**src/decoder_pkg.sv**
```systemverilog
// decoder_pkg: shared constants for the fetch and address decode front end
// assumes a byte-wide memory port with a one-cycle read answer
package decoder_pkg;
   localparam logic [7:0] Y_SWAP_PREFIX = 8'h90;
   localparam logic [7:0] Y_INDIRECT_PREFIX = 8'h91;
   localparam logic [7:0] INDIRECT_PREFIX = 8'h92;
   localparam logic [15:0] RESET_PC = 16'h0000;
   localparam logic [7:0] OP_HALT = 8'h8E;
   localparam logic [7:0] OP_WAIT_FOR_IRQ = 8'h8F;
   localparam int INSTR_COUNT = 63;
   // addressing modes
   typedef enum logic [3:0] {
      M_INH, M_IMM, M_DIR_S, M_DIR_L, M_IDX0, M_IDX_S, M_IDX_L,
      M_IND_S, M_IND_L, M_INDX_S, M_INDX_L, M_REL, M_REL_IND, M_ILL
   } mode_e;
   localparam int NUM_MODES = 14;
endpackage

```
**src/addr_mode_decoder.sv**
```systemverilog
// addr_mode_decoder: fetches prefix, opcode and operand bytes and forms addresses
// assumes memData holds the read byte by the edge that ends the memRd pulse
`timescale 1ns/100ps
// Notes on behaviour
// - inherent instructions are one opcode byte, nothing more fetched.
// - immediate fetches one operand byte used as the value.
// - short direct fetches one address byte, zero page.
// - long direct fetches a two-byte address, full space.
// - indexed address is unsigned sum of index and offset.
// - no-offset indexed uses the index register alone.
// - short indexed adds a one-byte offset, up to 1FE.
// - long indexed adds a two-byte offset, full space.
// - indirect fetches pointer address then reads pointer from memory.
// - short pointer is one byte, long pointer two bytes.
// - indirect indexed adds index to the pointer read.
// - relative adds a signed 8-bit offset to the program counter.
// - direct relative offset follows opcode; indirect reads it from memory.
// - an instruction spans one to four bytes including prefix.
// - prefix 90 swaps X for Y.
// - prefix 92 converts direct and offset X indexed forms to indirect.
// - prefix 91 makes X indirect indexed into Y indirect indexed.
// - an undefined byte that is not a prefix resets the device only when no prefix came before it.
// - valid prefix with valid opcode never raises the illegal reset.
// - the instruction set has 63 instructions in ten groups.
// - halt stops the oscillator; wait sleeps until an interrupt.
// - relative base is the address after the jump instruction.
module addr_mode_decoder
   import decoder_pkg::*;
(
   input wire logic clk,
   input wire logic rst_n,
   input wire logic [7:0] memData,
   input wire logic [7:0] regX,
   input wire logic [7:0] regY,
   input wire logic irqPending,
   output logic [15:0] memAddr,
   output logic memRd,
   output logic [15:0] effAddr,
   output logic [7:0] immValue,
   output logic [7:0] opcodeOut,
   output logic useY,
   output logic decodeDone,
   output logic illegalReset,
   output logic oscStop,
   output logic lowPower
);
   typedef enum logic [3:0] {
      S_FETCH, S_OPWAIT, S_B1, S_B2, S_PTR, S_PTR2, S_DONE, S_HALT, S_WAIT
   } state_e;

   state_e state_ff;
   logic [15:0] pc_ff;
   logic [7:0] op_ff;
   logic yPre_ff;
   logic yIndPre_ff;
   logic indPre_ff;
   logic [7:0] hiByte_ff;
   logic [7:0] ptrAddr_ff;
   logic [15:0] memAddr_ff;
   logic memRd_ff;
   logic [15:0] effAddr_ff;
   logic [7:0] imm_ff;
   logic done_ff;
   logic ill_ff;
   logic useY_ff;
   logic oscStop_ff;
   logic lowPower_ff;
   logic [15:0] instrStart_ff;
   mode_e mode;
   mode_e curMode;
   logic [7:0] idx;
   logic anyPre;

   opcode_classifier u_class (
      .opcode(memData),
      .indirectPre(indPre_ff | yIndPre_ff),
      .mode(mode)
   );
   opcode_classifier u_classHeld (
      .opcode(op_ff),
      .indirectPre(indPre_ff | yIndPre_ff),
      .mode(curMode)
   );

   function automatic logic isPrefix(input logic [7:0] b);
      isPrefix = (b == Y_SWAP_PREFIX) || (b == Y_INDIRECT_PREFIX) || (b == INDIRECT_PREFIX);
   endfunction

   assign anyPre = yPre_ff | yIndPre_ff | indPre_ff;
   assign idx = (yPre_ff | yIndPre_ff) ? regY : regX;

   function automatic logic [15:0] relTarget(input logic [15:0] pc, input logic [7:0] off);
      relTarget = pc + {{8{off[7]}}, off};
   endfunction

   always_ff @(posedge clk) begin
      if (!rst_n) begin
         state_ff <= S_FETCH;
         pc_ff <= RESET_PC;
         op_ff <= 8'h00;
         yPre_ff <= 1'b0;
         yIndPre_ff <= 1'b0;
         indPre_ff <= 1'b0;
         hiByte_ff <= 8'h00;
         ptrAddr_ff <= 8'h00;
         memAddr_ff <= RESET_PC;
         memRd_ff <= 1'b0;
         effAddr_ff <= 16'h0000;
         imm_ff <= 8'h00;
         done_ff <= 1'b0;
         ill_ff <= 1'b0;
         useY_ff <= 1'b0;
         oscStop_ff <= 1'b0;
         lowPower_ff <= 1'b0;
      end else begin
         done_ff <= 1'b0;
         ill_ff <= 1'b0;
         memRd_ff <= 1'b0;
         case (state_ff)
            S_FETCH: begin
               memAddr_ff <= pc_ff;
               memRd_ff <= 1'b1;
               pc_ff <= pc_ff + 16'h0001;
               state_ff <= S_OPWAIT;
            end
            S_OPWAIT: begin
               if (isPrefix(memData) && !anyPre) begin
                  yPre_ff <= (memData == Y_SWAP_PREFIX);
                  yIndPre_ff <= (memData == Y_INDIRECT_PREFIX);
                  indPre_ff <= (memData == INDIRECT_PREFIX);
                  state_ff <= S_FETCH;
               end else if (mode == M_ILL && !anyPre) begin
                  ill_ff <= 1'b1;
                  state_ff <= S_FETCH;
               end else begin
                  // a prefixed combination never triggers the reset
                  op_ff <= memData;
                  useY_ff <= yPre_ff | yIndPre_ff;
                  if (mode == M_INH || mode == M_ILL) begin
                     effAddr_ff <= 16'h0000;
                     state_ff <= S_DONE;
                  end else if (mode == M_IDX0) begin
                     effAddr_ff <= {8'h00, idx};
                     state_ff <= S_DONE;
                  end else begin
                     memAddr_ff <= pc_ff;
                     memRd_ff <= 1'b1;
                     pc_ff <= pc_ff + 16'h0001;
                     state_ff <= S_B1;
                  end
               end
            end
            S_B1: begin
               case (curMode)
                  M_IMM: begin
                     imm_ff <= memData;
                     state_ff <= S_DONE;
                  end
                  M_DIR_S: begin
                     effAddr_ff <= {8'h00, memData};
                     state_ff <= S_DONE;
                  end
                  M_IDX_S: begin
                     effAddr_ff <= {8'h00, memData} + {8'h00, idx};
                     state_ff <= S_DONE;
                  end
                  M_REL: begin
                     imm_ff <= memData;
                     effAddr_ff <= relTarget(pc_ff, memData);
                     state_ff <= S_DONE;
                  end
                  M_DIR_L, M_IDX_L: begin
                     hiByte_ff <= memData;
                     memAddr_ff <= pc_ff;
                     memRd_ff <= 1'b1;
                     pc_ff <= pc_ff + 16'h0001;
                     state_ff <= S_B2;
                  end
                  default: begin
                     // pointer address byte, then read the pointer
                     ptrAddr_ff <= memData;
                     memAddr_ff <= {8'h00, memData};
                     memRd_ff <= 1'b1;
                     state_ff <= S_PTR;
                  end
               endcase
            end
            S_B2: begin
               if (curMode == M_DIR_L) begin
                  effAddr_ff <= {hiByte_ff, memData};
               end else begin
                  effAddr_ff <= {hiByte_ff, memData} + {8'h00, idx};
               end
               state_ff <= S_DONE;
            end
            S_PTR: begin
               case (curMode)
                  M_IND_S: begin
                     effAddr_ff <= {8'h00, memData};
                     state_ff <= S_DONE;
                  end
                  M_INDX_S: begin
                     effAddr_ff <= {8'h00, memData} + {8'h00, idx};
                     state_ff <= S_DONE;
                  end
                  M_REL_IND: begin
                     imm_ff <= memData;
                     effAddr_ff <= relTarget(pc_ff, memData);
                     state_ff <= S_DONE;
                  end
                  default: begin
                     hiByte_ff <= memData;
                     memAddr_ff <= {8'h00, ptrAddr_ff + 8'h01};
                     memRd_ff <= 1'b1;
                     state_ff <= S_PTR2;
                  end
               endcase
            end
            S_PTR2: begin
               if (curMode == M_IND_L) begin
                  effAddr_ff <= {hiByte_ff, memData};
               end else begin
                  effAddr_ff <= {hiByte_ff, memData} + {8'h00, idx};
               end
               state_ff <= S_DONE;
            end
            S_DONE: begin
               done_ff <= 1'b1;
               yPre_ff <= 1'b0;
               yIndPre_ff <= 1'b0;
               indPre_ff <= 1'b0;
               if (op_ff == OP_HALT) begin
                  state_ff <= S_HALT;
                  oscStop_ff <= 1'b1;
                  lowPower_ff <= 1'b1;
               end else if (op_ff == OP_WAIT_FOR_IRQ) begin
                  state_ff <= S_WAIT;
                  lowPower_ff <= 1'b1;
               end else begin
                  state_ff <= S_FETCH;
               end
            end
            S_WAIT: begin
               if (irqPending) begin
                  state_ff <= S_FETCH;
                  lowPower_ff <= 1'b0;
               end
            end
            S_HALT: begin
               state_ff <= S_HALT;
            end
            default: state_ff <= S_FETCH;
         endcase
      end
   end

   assign memAddr = memAddr_ff;
   assign memRd = memRd_ff;
   assign effAddr = effAddr_ff;
   assign immValue = imm_ff;
   assign opcodeOut = op_ff;
   assign useY = useY_ff;
   assign decodeDone = done_ff;
   assign illegalReset = ill_ff;
   assign oscStop = oscStop_ff;
   assign lowPower = lowPower_ff;

   // start address of the instruction in flight, for the length check
   always_ff @(posedge clk) begin
      if (!rst_n) begin
         instrStart_ff <= RESET_PC;
      end else if (state_ff == S_DONE || ill_ff) begin
         instrStart_ff <= pc_ff;
      end
   end

   AST_ILLEGAL_NO_PREFIX: assert property (@(posedge clk) disable iff (!rst_n)
      illegalReset |-> $past(state_ff) == S_OPWAIT && !$past(anyPre))
      else $error("illegal reset after prefix");
   AST_ILLEGAL_CAUSE: assert property (@(posedge clk) disable iff (!rst_n)
      (state_ff == S_OPWAIT && !anyPre && !isPrefix(memData) && mode == M_ILL)
      |=> illegalReset)
      else $error("illegal opcode missed");
   AST_INHERENT_LEN: assert property (@(posedge clk) disable iff (!rst_n)
      (state_ff == S_OPWAIT && !isPrefix(memData) && mode == M_INH)
      |=> state_ff == S_DONE && !memRd)
      else $error("inherent fetched operand");
   AST_IMM_LEN: assert property (@(posedge clk) disable iff (!rst_n)
      (state_ff == S_OPWAIT && !isPrefix(memData) && mode == M_IMM)
      |=> memRd ##1 state_ff == S_DONE)
      else $error("immediate length wrong");
   AST_IDX0: assert property (@(posedge clk) disable iff (!rst_n)
      (state_ff == S_OPWAIT && !isPrefix(memData) && mode == M_IDX0)
      |=> effAddr == {8'h00, $past(idx)})
      else $error("no offset address wrong");
   AST_DIR_S: assert property (@(posedge clk) disable iff (!rst_n)
      (state_ff == S_B1 && curMode == M_DIR_S) |=> effAddr == {8'h00, $past(memData)})
      else $error("short direct wrong");
   AST_REL: assert property (@(posedge clk) disable iff (!rst_n)
      (state_ff == S_B1 && curMode == M_REL)
      |=> effAddr == $past(pc_ff) + {{8{$past(memData[7])}}, $past(memData)})
      else $error("relative target wrong");
   AST_IDX_S: assert property (@(posedge clk) disable iff (!rst_n)
      (state_ff == S_B1 && curMode == M_IDX_S)
      |=> effAddr == {8'h00, $past(memData)} + {8'h00, $past(idx)})
      else $error("short indexed wrong");
   AST_PREFIX_Y: assert property (@(posedge clk) disable iff (!rst_n)
      (state_ff == S_OPWAIT && !anyPre && memData == Y_SWAP_PREFIX) |=> yPre_ff)
      else $error("y prefix lost");
   AST_HALT: assert property (@(posedge clk) disable iff (!rst_n)
      (state_ff == S_DONE && op_ff == OP_HALT) |=> oscStop [*3])
      else $error("halt left");
   AST_DIR_L: assert property (@(posedge clk) disable iff (!rst_n)
      (state_ff == S_B2 && curMode == M_DIR_L) |=> effAddr == {$past(hiByte_ff), $past(memData)})
      else $error("long direct wrong");
   AST_IDX_L: assert property (@(posedge clk) disable iff (!rst_n)
      (state_ff == S_B2 && curMode == M_IDX_L)
      |=> effAddr == {$past(hiByte_ff), $past(memData)} + {8'h00, $past(idx)})
      else $error("long indexed wrong");
   AST_IND_S: assert property (@(posedge clk) disable iff (!rst_n)
      (state_ff == S_PTR && curMode == M_IND_S) |=> effAddr == {8'h00, $past(memData)})
      else $error("short indirect wrong");
   AST_IND_L: assert property (@(posedge clk) disable iff (!rst_n)
      (state_ff == S_PTR2 && curMode == M_IND_L) |=> effAddr == {$past(hiByte_ff), $past(memData)})
      else $error("long indirect wrong");
   AST_INDX_S: assert property (@(posedge clk) disable iff (!rst_n)
      (state_ff == S_PTR && curMode == M_INDX_S)
      |=> effAddr == {8'h00, $past(memData)} + {8'h00, $past(idx)})
      else $error("short indirect indexed wrong");
   AST_INDX_L: assert property (@(posedge clk) disable iff (!rst_n)
      (state_ff == S_PTR2 && curMode == M_INDX_L)
      |=> effAddr == {$past(hiByte_ff), $past(memData)} + {8'h00, $past(idx)})
      else $error("long indirect indexed wrong");
   AST_PTR_ADDR: assert property (@(posedge clk) disable iff (!rst_n)
      (state_ff == S_PTR)
      |-> memRd && memAddr == {8'h00, ptrAddr_ff})
      else $error("pointer read address wrong");
   AST_PTR2_ADDR: assert property (@(posedge clk) disable iff (!rst_n)
      (state_ff == S_PTR2)
      |-> memRd && memAddr == {8'h00, ptrAddr_ff + 8'h01})
      else $error("pointer low byte address wrong");
   AST_REL_IND: assert property (@(posedge clk) disable iff (!rst_n)
      (state_ff == S_PTR && curMode == M_REL_IND)
      |=> effAddr == $past(pc_ff) + {{8{$past(memData[7])}}, $past(memData)})
      else $error("indirect relative target wrong");
   AST_IMM_VALUE: assert property (@(posedge clk) disable iff (!rst_n)
      (state_ff == S_B1 && curMode == M_IMM)
      |=> immValue == $past(memData))
      else $error("immediate value wrong");
   AST_PREFIX_IND: assert property (@(posedge clk) disable iff (!rst_n)
      (state_ff == S_OPWAIT && !anyPre && memData == INDIRECT_PREFIX)
      |=> indPre_ff && state_ff == S_FETCH)
      else $error("indirect prefix lost");
   AST_PREFIX_YIND: assert property (@(posedge clk) disable iff (!rst_n)
      (state_ff == S_OPWAIT && !anyPre && memData == Y_INDIRECT_PREFIX)
      |=> yIndPre_ff)
      else $error("y indirect prefix lost");
   AST_WAIT_EXIT: assert property (@(posedge clk) disable iff (!rst_n)
      (state_ff == S_WAIT && irqPending)
      |=> !lowPower && state_ff == S_FETCH)
      else $error("wait not left on interrupt");
   AST_INSTR_LEN: assert property (@(posedge clk) disable iff (!rst_n)
      (state_ff == S_DONE)
      |-> pc_ff != instrStart_ff && (pc_ff - instrStart_ff) <= 16'h0004)
      else $error("instruction length out of range");
endmodule

```
**src/opcode_classifier.sv**
```systemverilog
// opcode_classifier: maps opcode plus prefix to an addressing mode
// assumes purely combinational use inside the fetch engine
`timescale 1ns/100ps
module opcode_classifier
   import decoder_pkg::*;
(
   input wire logic [7:0] opcode,
   input wire logic indirectPre,
   output mode_e mode
);
   logic [3:0] hi;
   logic [3:0] lo;
   mode_e baseMode;
   assign hi = opcode[7:4];
   assign lo = opcode[3:0];

   always_comb begin
      baseMode = M_ILL;
      case (hi)
         4'h0: baseMode = M_DIR_S;
         4'h1: baseMode = M_DIR_S;
         4'h2: baseMode = M_REL;
         4'h3: baseMode = M_DIR_S;
         4'h4, 4'h5, 4'h8, 4'h9: baseMode = M_INH;
         4'h6: baseMode = M_IDX_S;
         4'h7: baseMode = M_IDX0;
         4'hA: baseMode = (lo == 4'hD) ? M_REL : M_IMM;
         4'hB: baseMode = M_DIR_S;
         4'hC: baseMode = M_DIR_L;
         4'hD: baseMode = M_IDX_L;
         4'hE: baseMode = M_IDX_S;
         4'hF: baseMode = M_IDX0;
         default: baseMode = M_ILL;
      endcase
      // holes in the map
      if ((hi == 4'h8 && (lo == 4'h2 || lo == 4'h3 && 1'b0 || lo == 4'hC)) ||
          (hi == 4'h9 && lo == 4'h2) || (hi == 4'hA && lo == 4'h7) ||
          (hi == 4'h4 && (lo == 4'h5 || lo == 4'hE || lo == 4'h1)) ||
          (hi == 4'h3 && lo == 4'h5) || (hi == 4'h7 && lo == 4'h5)) begin
         baseMode = M_ILL;
      end
      mode = baseMode;
      if (indirectPre) begin
         case (baseMode)
            M_DIR_S: mode = M_IND_S;
            M_DIR_L: mode = M_IND_L;
            M_REL: mode = M_REL_IND;
            M_IDX_S: mode = M_INDX_S;
            M_IDX_L: mode = M_INDX_L;
            default: mode = baseMode;
         endcase
      end
   end
endmodule
```
**config.mk**
```make
export PLATFORM = sky130hd
export DESIGN_NAME = addr_mode_decoder
export DESIGN_NICKNAME = d
export VERILOG_FILES = /design/src/decoder_pkg.sv /design/src/addr_mode_decoder.sv /design/src/opcode_classifier.sv
export SDC_FILE = /design/constraint.sdc
export NUM_CORES = 1
export LEC_CHECK = 0
export ABC_AREA = 1
export CAP_MARGIN = 10
export CORE_UTILIZATION = 25
export DETAILED_ROUTE_END_ITERATION = 12
export DONT_BUFFER_PORTS = 1
export PLACE_DENSITY = 0.44
export SETUP_SLACK_MARGIN = 0.3
export SYNTH_ARGS = -nofsm -noshare
export SYNTH_HDL_FRONTEND = slang
export SYNTH_SLANG_ARGS = --single-unit
```
**constraint.sdc**
```tcl
create_clock -name clk -period 5.2 [get_ports clk]
set_input_delay 1.04 -clock clk [delete_from_list [all_inputs] [get_ports clk]]
set_output_delay 1.04 -clock clk [all_outputs]
set_load 0.01 [all_outputs]
```
Word-level counts from Yosys, hierarchy flattened --
Cells that the tools add are included. Widths: inputs -> output; s select.
Storage, ports and cells: flip-flop bits (word level) 93, bits of input ports 27, output and inout bits 54, logic and storage cells 261
Cells by class: add/sub/neg operators 5, equal/unequal tests 94, muxes and demuxes 68, bitwise logic cells 8, reduce and logical (&&, ||, !) cells 69
Operator list (number):
- $mux 16 | 16
- $pmux 16 s3 | 3
- $eq 4x4->1 const B | 30
- $eq 4x3->1 const B | 24
- $pmux 4 s8 | 3
- $pmux 16 s5 | 1
- $pmux 16 s4 | 1
- $eq 4x2->1 const B | 14
- $eq 8x8->1 const B | 5
- $mux 8 | 5
- $pmux 4 s5 | 2
- $mux 4 | 9
- $pmux 16 s2 | 1
- $pmux 8 s2 | 2
- $eq 4x1->1 const B | 6
- $ne 2x2->1 const B | 11
- $reduce_or 4->1 | 5
- $logic_or 1x1->1 | 19
- $add 16x1->16 const B | 1
- $add 16x16->16 | 1
- $add 16x8->16 | 1
- $logic_not 4->1 | 4
- $logic_and 1x1->1 | 14
- $mux 1 | 14
- 23 further kinds | 52

Logic depth before layout (Yosys ltp) --
Gate-level depths: netlist of the first run.
depth after elaboration 18, gate-level depth with buffers 23, depth with buffers taken out 22

Hierarchy --
From an unflattened synthesis of the first run, not the netlist that was laid out.
Second synthesis, totals: cell total of the unflattened synthesis 1210, area total of the unflattened synthesis 7241.9 um^2
By module, submodules not included:
- addr_mode_decoder | instances 1, cells each 1054, area an instance 6533.8 um^2, sequential area each 1861.8 um^2
- opcode_classifier | instances 2, cells each 78, area an instance 354.1 um^2, sequential area each 0.0 um^2

Least setup slack after synthesis of the first run --
OpenSTA, ideal clock, no wires.
path kind input -> register, start point input port regY[1], end point register effAddr_ff[14], in the netlist effAddr[14], setup time 0.138 ns, arrival 3.112 ns, data required time 5.062 ns, setup slack 1.949 ns, cell stages on the path 14, buffers on the path 0, cells stage by stage inv_1 -> o21ai_0 -> inv_1 -> fa_1 -> nand3b_1 -> nand2_1 -> nand4_1 -> o211ai_1 -> nand2_1 -> nor3_1 -> nand3_1 -> and2_1 -> o21ai_0 -> a41oi_1
Between the ends: word-level cells in the longest chain between the ends 4, elaborated cells on any way between the ends 5, those cells by class add/sub (1); mux (4)
RTL lines:
- start: declaration | line addr_mode_decoder.sv:34 | input wire logic [7:0] regY,
- $mux 8 (*) | line addr_mode_decoder.sv:90 | assign idx = (yPre_ff | yIndPre_ff) ? regY : regX;
- $add 16x8->16 (*) | line addr_mode_decoder.sv:192, addr_mode_decoder.sv:223
- $mux 16, on equally long branches | line addr_mode_decoder.sv:220, addr_mode_decoder.sv:189
- $pmux 16 s5 (*) | line addr_mode_decoder.sv:119 | case (state_ff)
- end signal: assignment | line addr_mode_decoder.sv:192 | effAddr_ff <= {hiByte_ff, memData} + {8'h00, idx};
- end signal: assignment | line addr_mode_decoder.sv:221 | effAddr_ff <= {hiByte_ff, memData};
- end signal: assignment | line addr_mode_decoder.sv:223 | effAddr_ff <= {hiByte_ff, memData} + {8'h00, idx};
- end: declaration | line addr_mode_decoder.sv:61 | logic [15:0] effAddr_ff;
Every way passes the cells marked *; elsewhere a longest branch is shown, timed or not. A chain may end at the register's enable or synchronous reset.

Worst setup path in the final report of the first run --
start point register yPre_ff, end point register effAddr_ff[14], in the netlist effAddr[14]
Between the ends: word-level cells in the longest chain between the ends 6, elaborated cells on any way between the ends 13, those cells by class add/sub (1); eq/ne (2); mux (4); bitwise (2); reduce/logical (4)
RTL lines:
- start: declaration | line addr_mode_decoder.sv:54 | logic yPre_ff;
- start signal: assignment | line addr_mode_decoder.sv:128 | yPre_ff <= (memData == Y_SWAP_PREFIX);
- $or 1x1->1 (*) | line addr_mode_decoder.sv:89, addr_mode_decoder.sv:90
- parallel branches: the longest is 5 deep, another holds $add 16x8->16
- end signal: assignment | line addr_mode_decoder.sv:143 | effAddr_ff <= {8'h00, idx};
- end signal: assignment | line addr_mode_decoder.sv:160 | effAddr_ff <= {8'h00, memData};
- end signal: assignment | line addr_mode_decoder.sv:164 | effAddr_ff <= {8'h00, memData} + {8'h00, idx};
Every way passes the cells marked *.

==> impl_metrics.csv, run 1 <==
group,metric,value,unit
clock_tree,cts_root_buffer,"clkbuf_16",
synthesis,syn-instance-count,1081,
global_routing,number_of_antenna_violations_at_the_first_check_in_global_routing,0,
synthesis,post_synth.cell_area_avg,6.37,um2
global_routing,grt_pass1_vias,6710,
route,antenna_left,0,
clock_tree,tritoncts,"done",
cells_and_area,flow.area_growth_from_synthesis,9.42,%
power,part_of_the_total_power_dissipated_in_combinational_logic,48.7,%
sta,slew_viol_final,0,
route,remaining_drc_errors,0,
synthesis,synth.net_count,1135,
clock_tree,post_cts.resized_instances,0,
critical_path,critPathKind,"reg2reg",
critical_path,arrival_time_worst_endpoint,3.72,ns
sta,fmax,0.285,GHz
clock_tree,postCtsSetupRepairBufs,0,
floorplanning,die_w,168,um
sta,slew_headroom,30.7,%
placement,preCtsSetupSlack,1.40,ns
route,detailedRoute.firstPassIterationCount,5,
clock_tree,clkLatencyLatePin,0.37,ns
placement,port-buffer-count,0,
global_routing,global_route.usage.total,17.2,%
floorplanning,floorplan.die.height,168,um
clock_tree,cts_max_path_buffers,2,
route,routed_via_density,4.92,
power,post-layout-total-power,3.47,mW
synthesis,yosysWarningCount,0,
critical_path,critical_path_peak_fanout,8,
route,wire_per_inst,16.8,um
power,p_switching,1.75,mW
global_routing,grt-ovfl-total,0,
power,total_leakage_power,3.13,nW
critical_path,cp.required,5.42,ns
synthesis,synth_seq_area_share,27.0,%
synthesis,synth-seq-cells,93,
cells_and_area,num-nets-final,1124,
global_routing,grt_first_pass_wirelength,37.8,mm
clock_tree,clkTransAtPathRegs,0.08,ns
global_routing,largest_net_degree_at_the_start_of_global_routing,47,
route,via_count,6967,
synthesis,mappedNetlistArea,6890,um2
power,p_sw_share,50.3,%
cells_and_area,diodes,0,
cells_and_area,layout-drive-gt1-share,8.56,%
hold_path,hold_class,"reg2reg",
sta,setup_viol_count_final,0,
critical_path,crit_path_start_kind,"register",
critical_path,endpoint_kind,"register",
power,internal-power,1.72,mW
placement,dp_hpwl,17.8,mm
power,power.share.sequential,31.6,%
floorplanning,io_pins,81,
clock_tree,ctsHtreeMaxLevel,3,
sta,fin_ws,1.70,ns
route,detail_route.iter0.violations,435,
power,power_per_cell_area,460,nW/um2
sta,totalNegativeSetupSlack,0,ns
floorplanning,fp.coreArea,27000,um2
clock_tree,cts_made_buffers,9,
sta,tightestPinTransition,1.04,ns
synthesis,netlist-cell-type-count,52,
power,ir_drop,0.169,mV
sta,timing.final.crit_share,67.4,%
sta,finalClockSkew,0.0150,ns
sta,grt_setup_unrepaired,"false",
sta,finalHoldViolCount,0,
cells_and_area,layout.core_utilization,27.9,%
placement,routability_congestion_estimate,0.860,
status,status,"finished, final reports clean",
route,totalWireLength,23.8,mm
power,clock_power_share,19.8,%
clock_tree,post_cts_hold_buffer_count,0,
clock_tree,clock-sinks,93,
floorplanning,std_cell_rows,60,
run,drv.max_cap_violation_count,0,
floorplanning,floorplan.initialDensity,25.5,%
floorplanning,design.die.area,28200,um2
sta,timing.final.crit_period,3.50,ns
-- worst max-delay path, cell delays in order, from the launching register on --
cell and delay (ns):
dfxtp_1 0.35, nor2_1 0.07, inv_1 0.33, nand2_1 0.09, nand2_1 0.13, ha_1 0.19
inv_1 0.06, fa_1 0.42, nand3b_1 0.18, nand2_1 0.14, nand4_1 0.10, o211ai_1 0.16
nand2_1 0.15, nor3_1 0.40, nand3_1 0.15, and2_1 0.17, o21ai_0 0.14, a41oi_1 0.13
-- state kept, by name, summed over array words and instances, names as in the netlist, 4 cells and up --
signal and flops:
opcodeOut 8, immValue 8, memAddr 16, effAddr 16, ptrAddr_ff 8, state_ff 4
pc_ff 16, hiByte_ff 8
-- layout make-up --
cell class | instances | area (um2)
clock buffers | 9 | 225
clock inverters | 7 | 80.1
fillers | 3071 | 19500
inverters | 138 | 518
multi-input cells | 821 | 4380
flip-flops and latches | 93 | 1860
well taps | 341 | 427
repair buffers | 7 | 52.6
-- metal layers --
metal	GRT usage, %	vias to the layer above	routed length [um]
met1	23.4	3196	11700
met3	3.13	28	1290
met5	0	-	0
li1	-	3566	-
met2	27.6	177	10400
met4	5.19	0	399
-- synthesized netlist by cell type (all sizes together) --
| master | instances | area, um2 |
|---|---|---|
| dfxtp | 93 | 1860 |
| a31oi | 3 | 18.8 |
| nand2b | 1 | 6.26 |
| o21bai | 5 | 37.5 |
| a21oi | 114 | 589 |
| clkbuf | 14 | 52.6 |
| o2111ai | 3 | 26.3 |
| a211oi | 4 | 30.0 |
| inv | 135 | 507 |
| xor2 | 24 | 210 |
| fa | 2 | 40.0 |
| o31ai | 3 | 22.5 |
| o21ai | 79 | 403 |
| nand3 | 91 | 523 |
| nor4 | 3 | 18.8 |
| nor3 | 26 | 151 |
| or2 | 6 | 37.5 |
| nand3b | 4 | 46.3 |
| and3 | 1 | 6.26 |
| clkinv | 3 | 11.3 |
| nor2 | 113 | 495 |
| buf | 15 | 87.6 |
| xnor2 | 7 | 61.3 |
| a41oi | 6 | 52.6 |
| nand2 | 271 | 1050 |
| nand4 | 12 | 90.1 |
| o221ai | 7 | 61.3 |
| a22oi | 2 | 15.0 |
| ha | 25 | 313 |
| o22ai | 1 | 6.26 |
| and2 | 1 | 6.26 |
| o211ai | 7 | 52.6 |
-- power groups by stage --
stage          registers (mW)  clock network (mW)  logic, mW
2_1_floorplan            1.06                   0       1.32
3_5_place_dp             1.12                   0       1.68
4_1_cts                  1.10               0.713       1.69
3_3_place_gp             1.12                   0       1.68
5_1_grt                  1.12               0.742       1.90
6_report                 1.10               0.686       1.69
-- cell usage in the layout, fill, tap and decap left out, drive strengths merged --
master | Yosys | layout
o221ai | 7 | 7
a41oi | 6 | 6
o2111ai | 3 | 3
xnor2 | 7 | 7
nor3 | 26 | 26
o21ai | 79 | 79
a22oi | 2 | 2
a21oi | 114 | 114
nand3 | 91 | 91
clkinv | 3 | 7
dfxtp | 93 | 93
nor2 | 113 | 113
buf | 15 | 7
o211ai | 7 | 7
nor4 | 3 | 3
clkinvlp | 0 | 1
nand2 | 271 | 271
a211oi | 4 | 4
nand4 | 12 | 12
nand2b | 1 | 1
and3 | 1 | 1
or2 | 6 | 6
a31oi | 3 | 3
nand3b | 4 | 4
inv | 135 | 137
o22ai | 1 | 1
ha | 25 | 25
o31ai | 3 | 3
o21bai | 5 | 5
clkbuf | 14 | 9
and2 | 1 | 1
fa | 2 | 2
xor2 | 24 | 24
-- final timing paths --
kind | startpoint | to | slack, ns | cells after the start
setup / recovery | yPre_ff | effAddr[14] | 1.70 | 17
setup reg to reg | yPre_ff | effAddr[14] | 1.70 | 17
hold reg to reg | yPre_ff | yPre_ff | 0.48 | 2
hold / removal | yPre_ff | yPre_ff | 0.48 | 2
-- logic make-up (layout without fill, tap and decap cells) --
family	after synthesis	in the layout	share of synthesized area (%)
AND/OR/NAND/NOR	529	529	35.3
AO/OA/AOI/OAI	234	234	19.1
adder cells (fa/ha/maj)	27	27	5.12
buffers and inverters	167	161	9.55
flip-flops	93	93	27.0
XOR/XNOR	31	31	3.94
-- per-stage QoR --
stage          hold WS (ns)  area [um2]  std cells
2_1_floorplan         0.440        6890       1081
3_3_place_gp          0.454        7230       1400
3_5_place_dp          0.464        7230       1400
4_1_cts               0.476        7540       1416
5_1_grt               0.503        7540       1416
6_report              0.477        7540       1416
No activity file was read; power rests on OpenSTA's default activity.
==> run 2: changes to the inputs <==
--- a/config.mk
+++ b/config.mk
@@ -10,7 +10,7 @@
 export CORE_UTILIZATION = 25
 export DETAILED_ROUTE_END_ITERATION = 12
 export DONT_BUFFER_PORTS = 1
-export PLACE_DENSITY = 0.44
+export PLACE_DENSITY = 0.46
 export SETUP_SLACK_MARGIN = 0.3
 export SYNTH_ARGS = -nofsm -noshare
 export SYNTH_HDL_FRONTEND = slang
==> constraint.sdc (replaced) <==
create_clock -name clk -period 3.15 [get_ports clk]
set_input_delay 0.63 -clock clk [delete_from_list [all_inputs] [get_ports clk]]
set_output_delay 0.63 -clock clk [all_outputs]
set_load 0.01 [all_outputs]
==> run 2 against run 1 <==
- cell area is 9.3% higher
- power is 81% higher
- sequential share of layout area decreased by 1.9 points
- critical endpoint unchanged
- clock power rose by 71%
- maximum frequency increased by 28%
- sequential cell count did not move
- non-clock buffer count is 49 higher
- register-to-register slack got worse by 1.3 ns
==> impl_metrics.csv, run 2 (synthesized netlist as in run 1, its figures left out) <==
group,metric,value,unit
power,total_leakage_power,3.43,nW
power,ir_drop,0.277,mV
placement,routability_congestion_estimate,0.850,
cells_and_area,post_layout_nonfiller_instances,1466,
clock_tree,cts_made_buffers,9,
sta,fmax,0.364,GHz
clock_tree,clkLatencyLatePin,0.36,ns
critical_path,critical_path.cell_chain,"nor2_4 -> nand2_1 -> nand2_2 -> ha_4 -> inv_1 -> fa_2 -> nand3b_1 -> nand2_1 -> nand4_1 -> o211ai_1 -> nand2_1 -> nor3_2 -> nand3_1 -> and2_1 -> o21ai_1 -> a41oi_1",
sta,finalHoldViolCount,0,
sta,setup_viol_count_final,0,
cells_and_area,layout.core_utilization,30.5,%
floorplanning,die_w,168,um
global_routing,grt_first_pass_wirelength,37.2,mm
clock_tree,clock-sinks,93,
global_routing,grt.met2_usage,27.1,%
critical_path,endpoint_kind,"register",
route,totalWireLength,23.9,mm
cells_and_area,diodes,0,
status,status,"finished, final reports clean",
placement,preCtsSetupSlack,0.104,ns
cells_and_area,layout-drive-gt1-share,17.1,%
sta,totalNegativeSetupSlack,0,ns
critical_path,critPathKind,"reg2reg",
floorplanning,floorplan.initialDensity,25.5,%
placement,placed_cells_incl_taps,1425,
global_routing,grt-ovfl-total,0,
clock_tree,ctsHtreeMaxLevel,3,
global_routing,largest_net_degree_at_the_start_of_global_routing,44,
critical_path,critical_path_peak_fanout,5,
critical_path,crit_slowest_cell,"fa_2",
clock_tree,tritoncts,"done",
clock_tree,post_cts_hold_buffer_count,0,
critical_path,cp.required,3.38,ns
hold_path,hold_class,"in2reg",
global_routing,grt_pass1_vias,6765,
placement,port-buffer-count,0,
sta,slew_viol_final,0,
power,power_per_cell_area,764,nW/um2
power,post-layout-total-power,6.29,mW
floorplanning,std_cell_rows,60,
critical_path,critical-path-top-delay-family,"simple AND/OR/NAND/NOR gates",
sta,timing.final.crit_share,87.2,%
sta,slew_headroom,56.8,%
floorplanning,design.die.area,28200,um2
global_routing,grt.met3_usage,3.90,%
critical_path,setup.reg_to_reg.worst_slack,0.40,ns
route,remaining_drc_errors,0,
critical_path,arrival_time_worst_endpoint,2.98,ns
clock_tree,clkTransAtPathRegs,0.07,ns
critical_path,crit_path_start_kind,"register",
global_routing,number_of_antenna_violations_at_the_first_check_in_global_routing,0,
floorplanning,floorplan.die.height,168,um
sta,fin_ws,0.404,ns
sta,grt_setup_unrepaired,"true",
sta,finalClockSkew,0.00865,ns
critical_path,cp_num_buf_inv,1,
run,drv.max_cap_violation_count,0,
clock_tree,cts_root_buffer,"clkbuf_16",
global_routing,global_route.usage.total,16.9,%
cells_and_area,flow.area_growth_from_synthesis,19.6,%
critical_path,slowest_delay,0.35,ns
cells_and_area,final_common_cell,"nand2_1",
route,detail_route.iter0.violations,446,
route,via_count,7106,
route,wire_per_inst,16.3,um
sta,tightestPinTransition,0.642,ns
sta,timing.final.crit_period,2.75,ns
global_routing,met1_usage,22.4,%
route,detailedRoute.firstPassIterationCount,5,
placement,dp_hpwl,17.7,mm
cells_and_area,num-nets-final,1174,
route,routed_via_density,4.85,
clock_tree,cts_max_path_buffers,2,
cells_and_area,most_frequent_cells_in_the_layout,"250 x nand2_1, 115 x inv_1, 109 x a21oi_1",
global_routing,globalRoute.busiestLayer,"met2",
floorplanning,fp.coreArea,27000,um2
floorplanning,io_pins,81,
critical_path,critical-path-top-cell-by-count,"nand2_1",
route,antenna_left,0,
[run 2: changes by cell type in the layout (fill, tap and decap cells not counted), moves of 7 or more]
cell     change
nand2_1     -12
nor2_1       -7
nor2_4       +7
dfxtp_2      +7
buf_4       +46
nand2_2      +8
dfxtp_1     -10
[run 2: path summary, 6_finish.rpt]
kind	startpoint	to	depth (start not counted)
worst min-delay path	rst_n	opcodeOut[2]	2
worst min register to register	yPre_ff	yPre_ff	2
worst max register to register	yIndPre_ff	effAddr[14]	16
worst max-delay path	yIndPre_ff	effAddr[14]	16
[run 2: worst reg2reg max path, cell delays in order, from the launching register on]
cell and delay, ns:
dfxtp_2 0.33, nor2_4 0.16, nand2_1 0.08, nand2_2 0.08, ha_4 0.13, inv_1 0.05, fa_2 0.35, nand3b_1 0.16
nand2_1 0.09, nand4_1 0.09, o211ai_1 0.17, nand2_1 0.17, nor3_2 0.24, nand3_1 0.11, and2_1 0.17, o21ai_1 0.12
a41oi_1 0.10
[run 2: through the flow]
step / hold WS [ns] / instance area, um2
2_1_floorplan: 0.440 / 6890
3_3_place_gp: 0.453 / 7430
3_5_place_dp: 0.463 / 7430
4_1_cts: 0.384 / 7780
5_1_grt: 0.396 / 8240
6_report: 0.407 / 8240
[run 2: routing by layer]
metal	part of all wire (%)	wire length, um	vias up
met5	0	0	-
li1	-	-	3644
met2	45	10800	170
met4	1.7	405	0
met1	47	11300	3270
met3	5.8	1390	22
[run 2: report_power, final]
group / internal [mW] / switching [mW] / total (mW)
Clock: 0.661 / 0.511 / 1.17
Combinational: 1.16 / 2.17 / 3.33
Sequential: 1.47 / 0.321 / 1.79
Total: 3.29 / 3.00 / 6.29
[run 2: what timing repair did]
| item | in CTS | in global routing |
|---|---|---|
| endpoints found under the setup margin | 29 | 74 |
| setup buffers | 0 | 24 |
| pin swaps | 0 | 31 |
| resized for setup | 10 | 67 |
| cloned | 0 | 1 |
[run 2: area by class of cell]
class	instances	area, um2
inverters	138	520
fillers	3025	18800
clock buffers	11	253
well taps	341	427
clock inverters	5	57.6
flip-flops and latches	93	1880
repair buffers	56	449
multi-input cells	822	4650
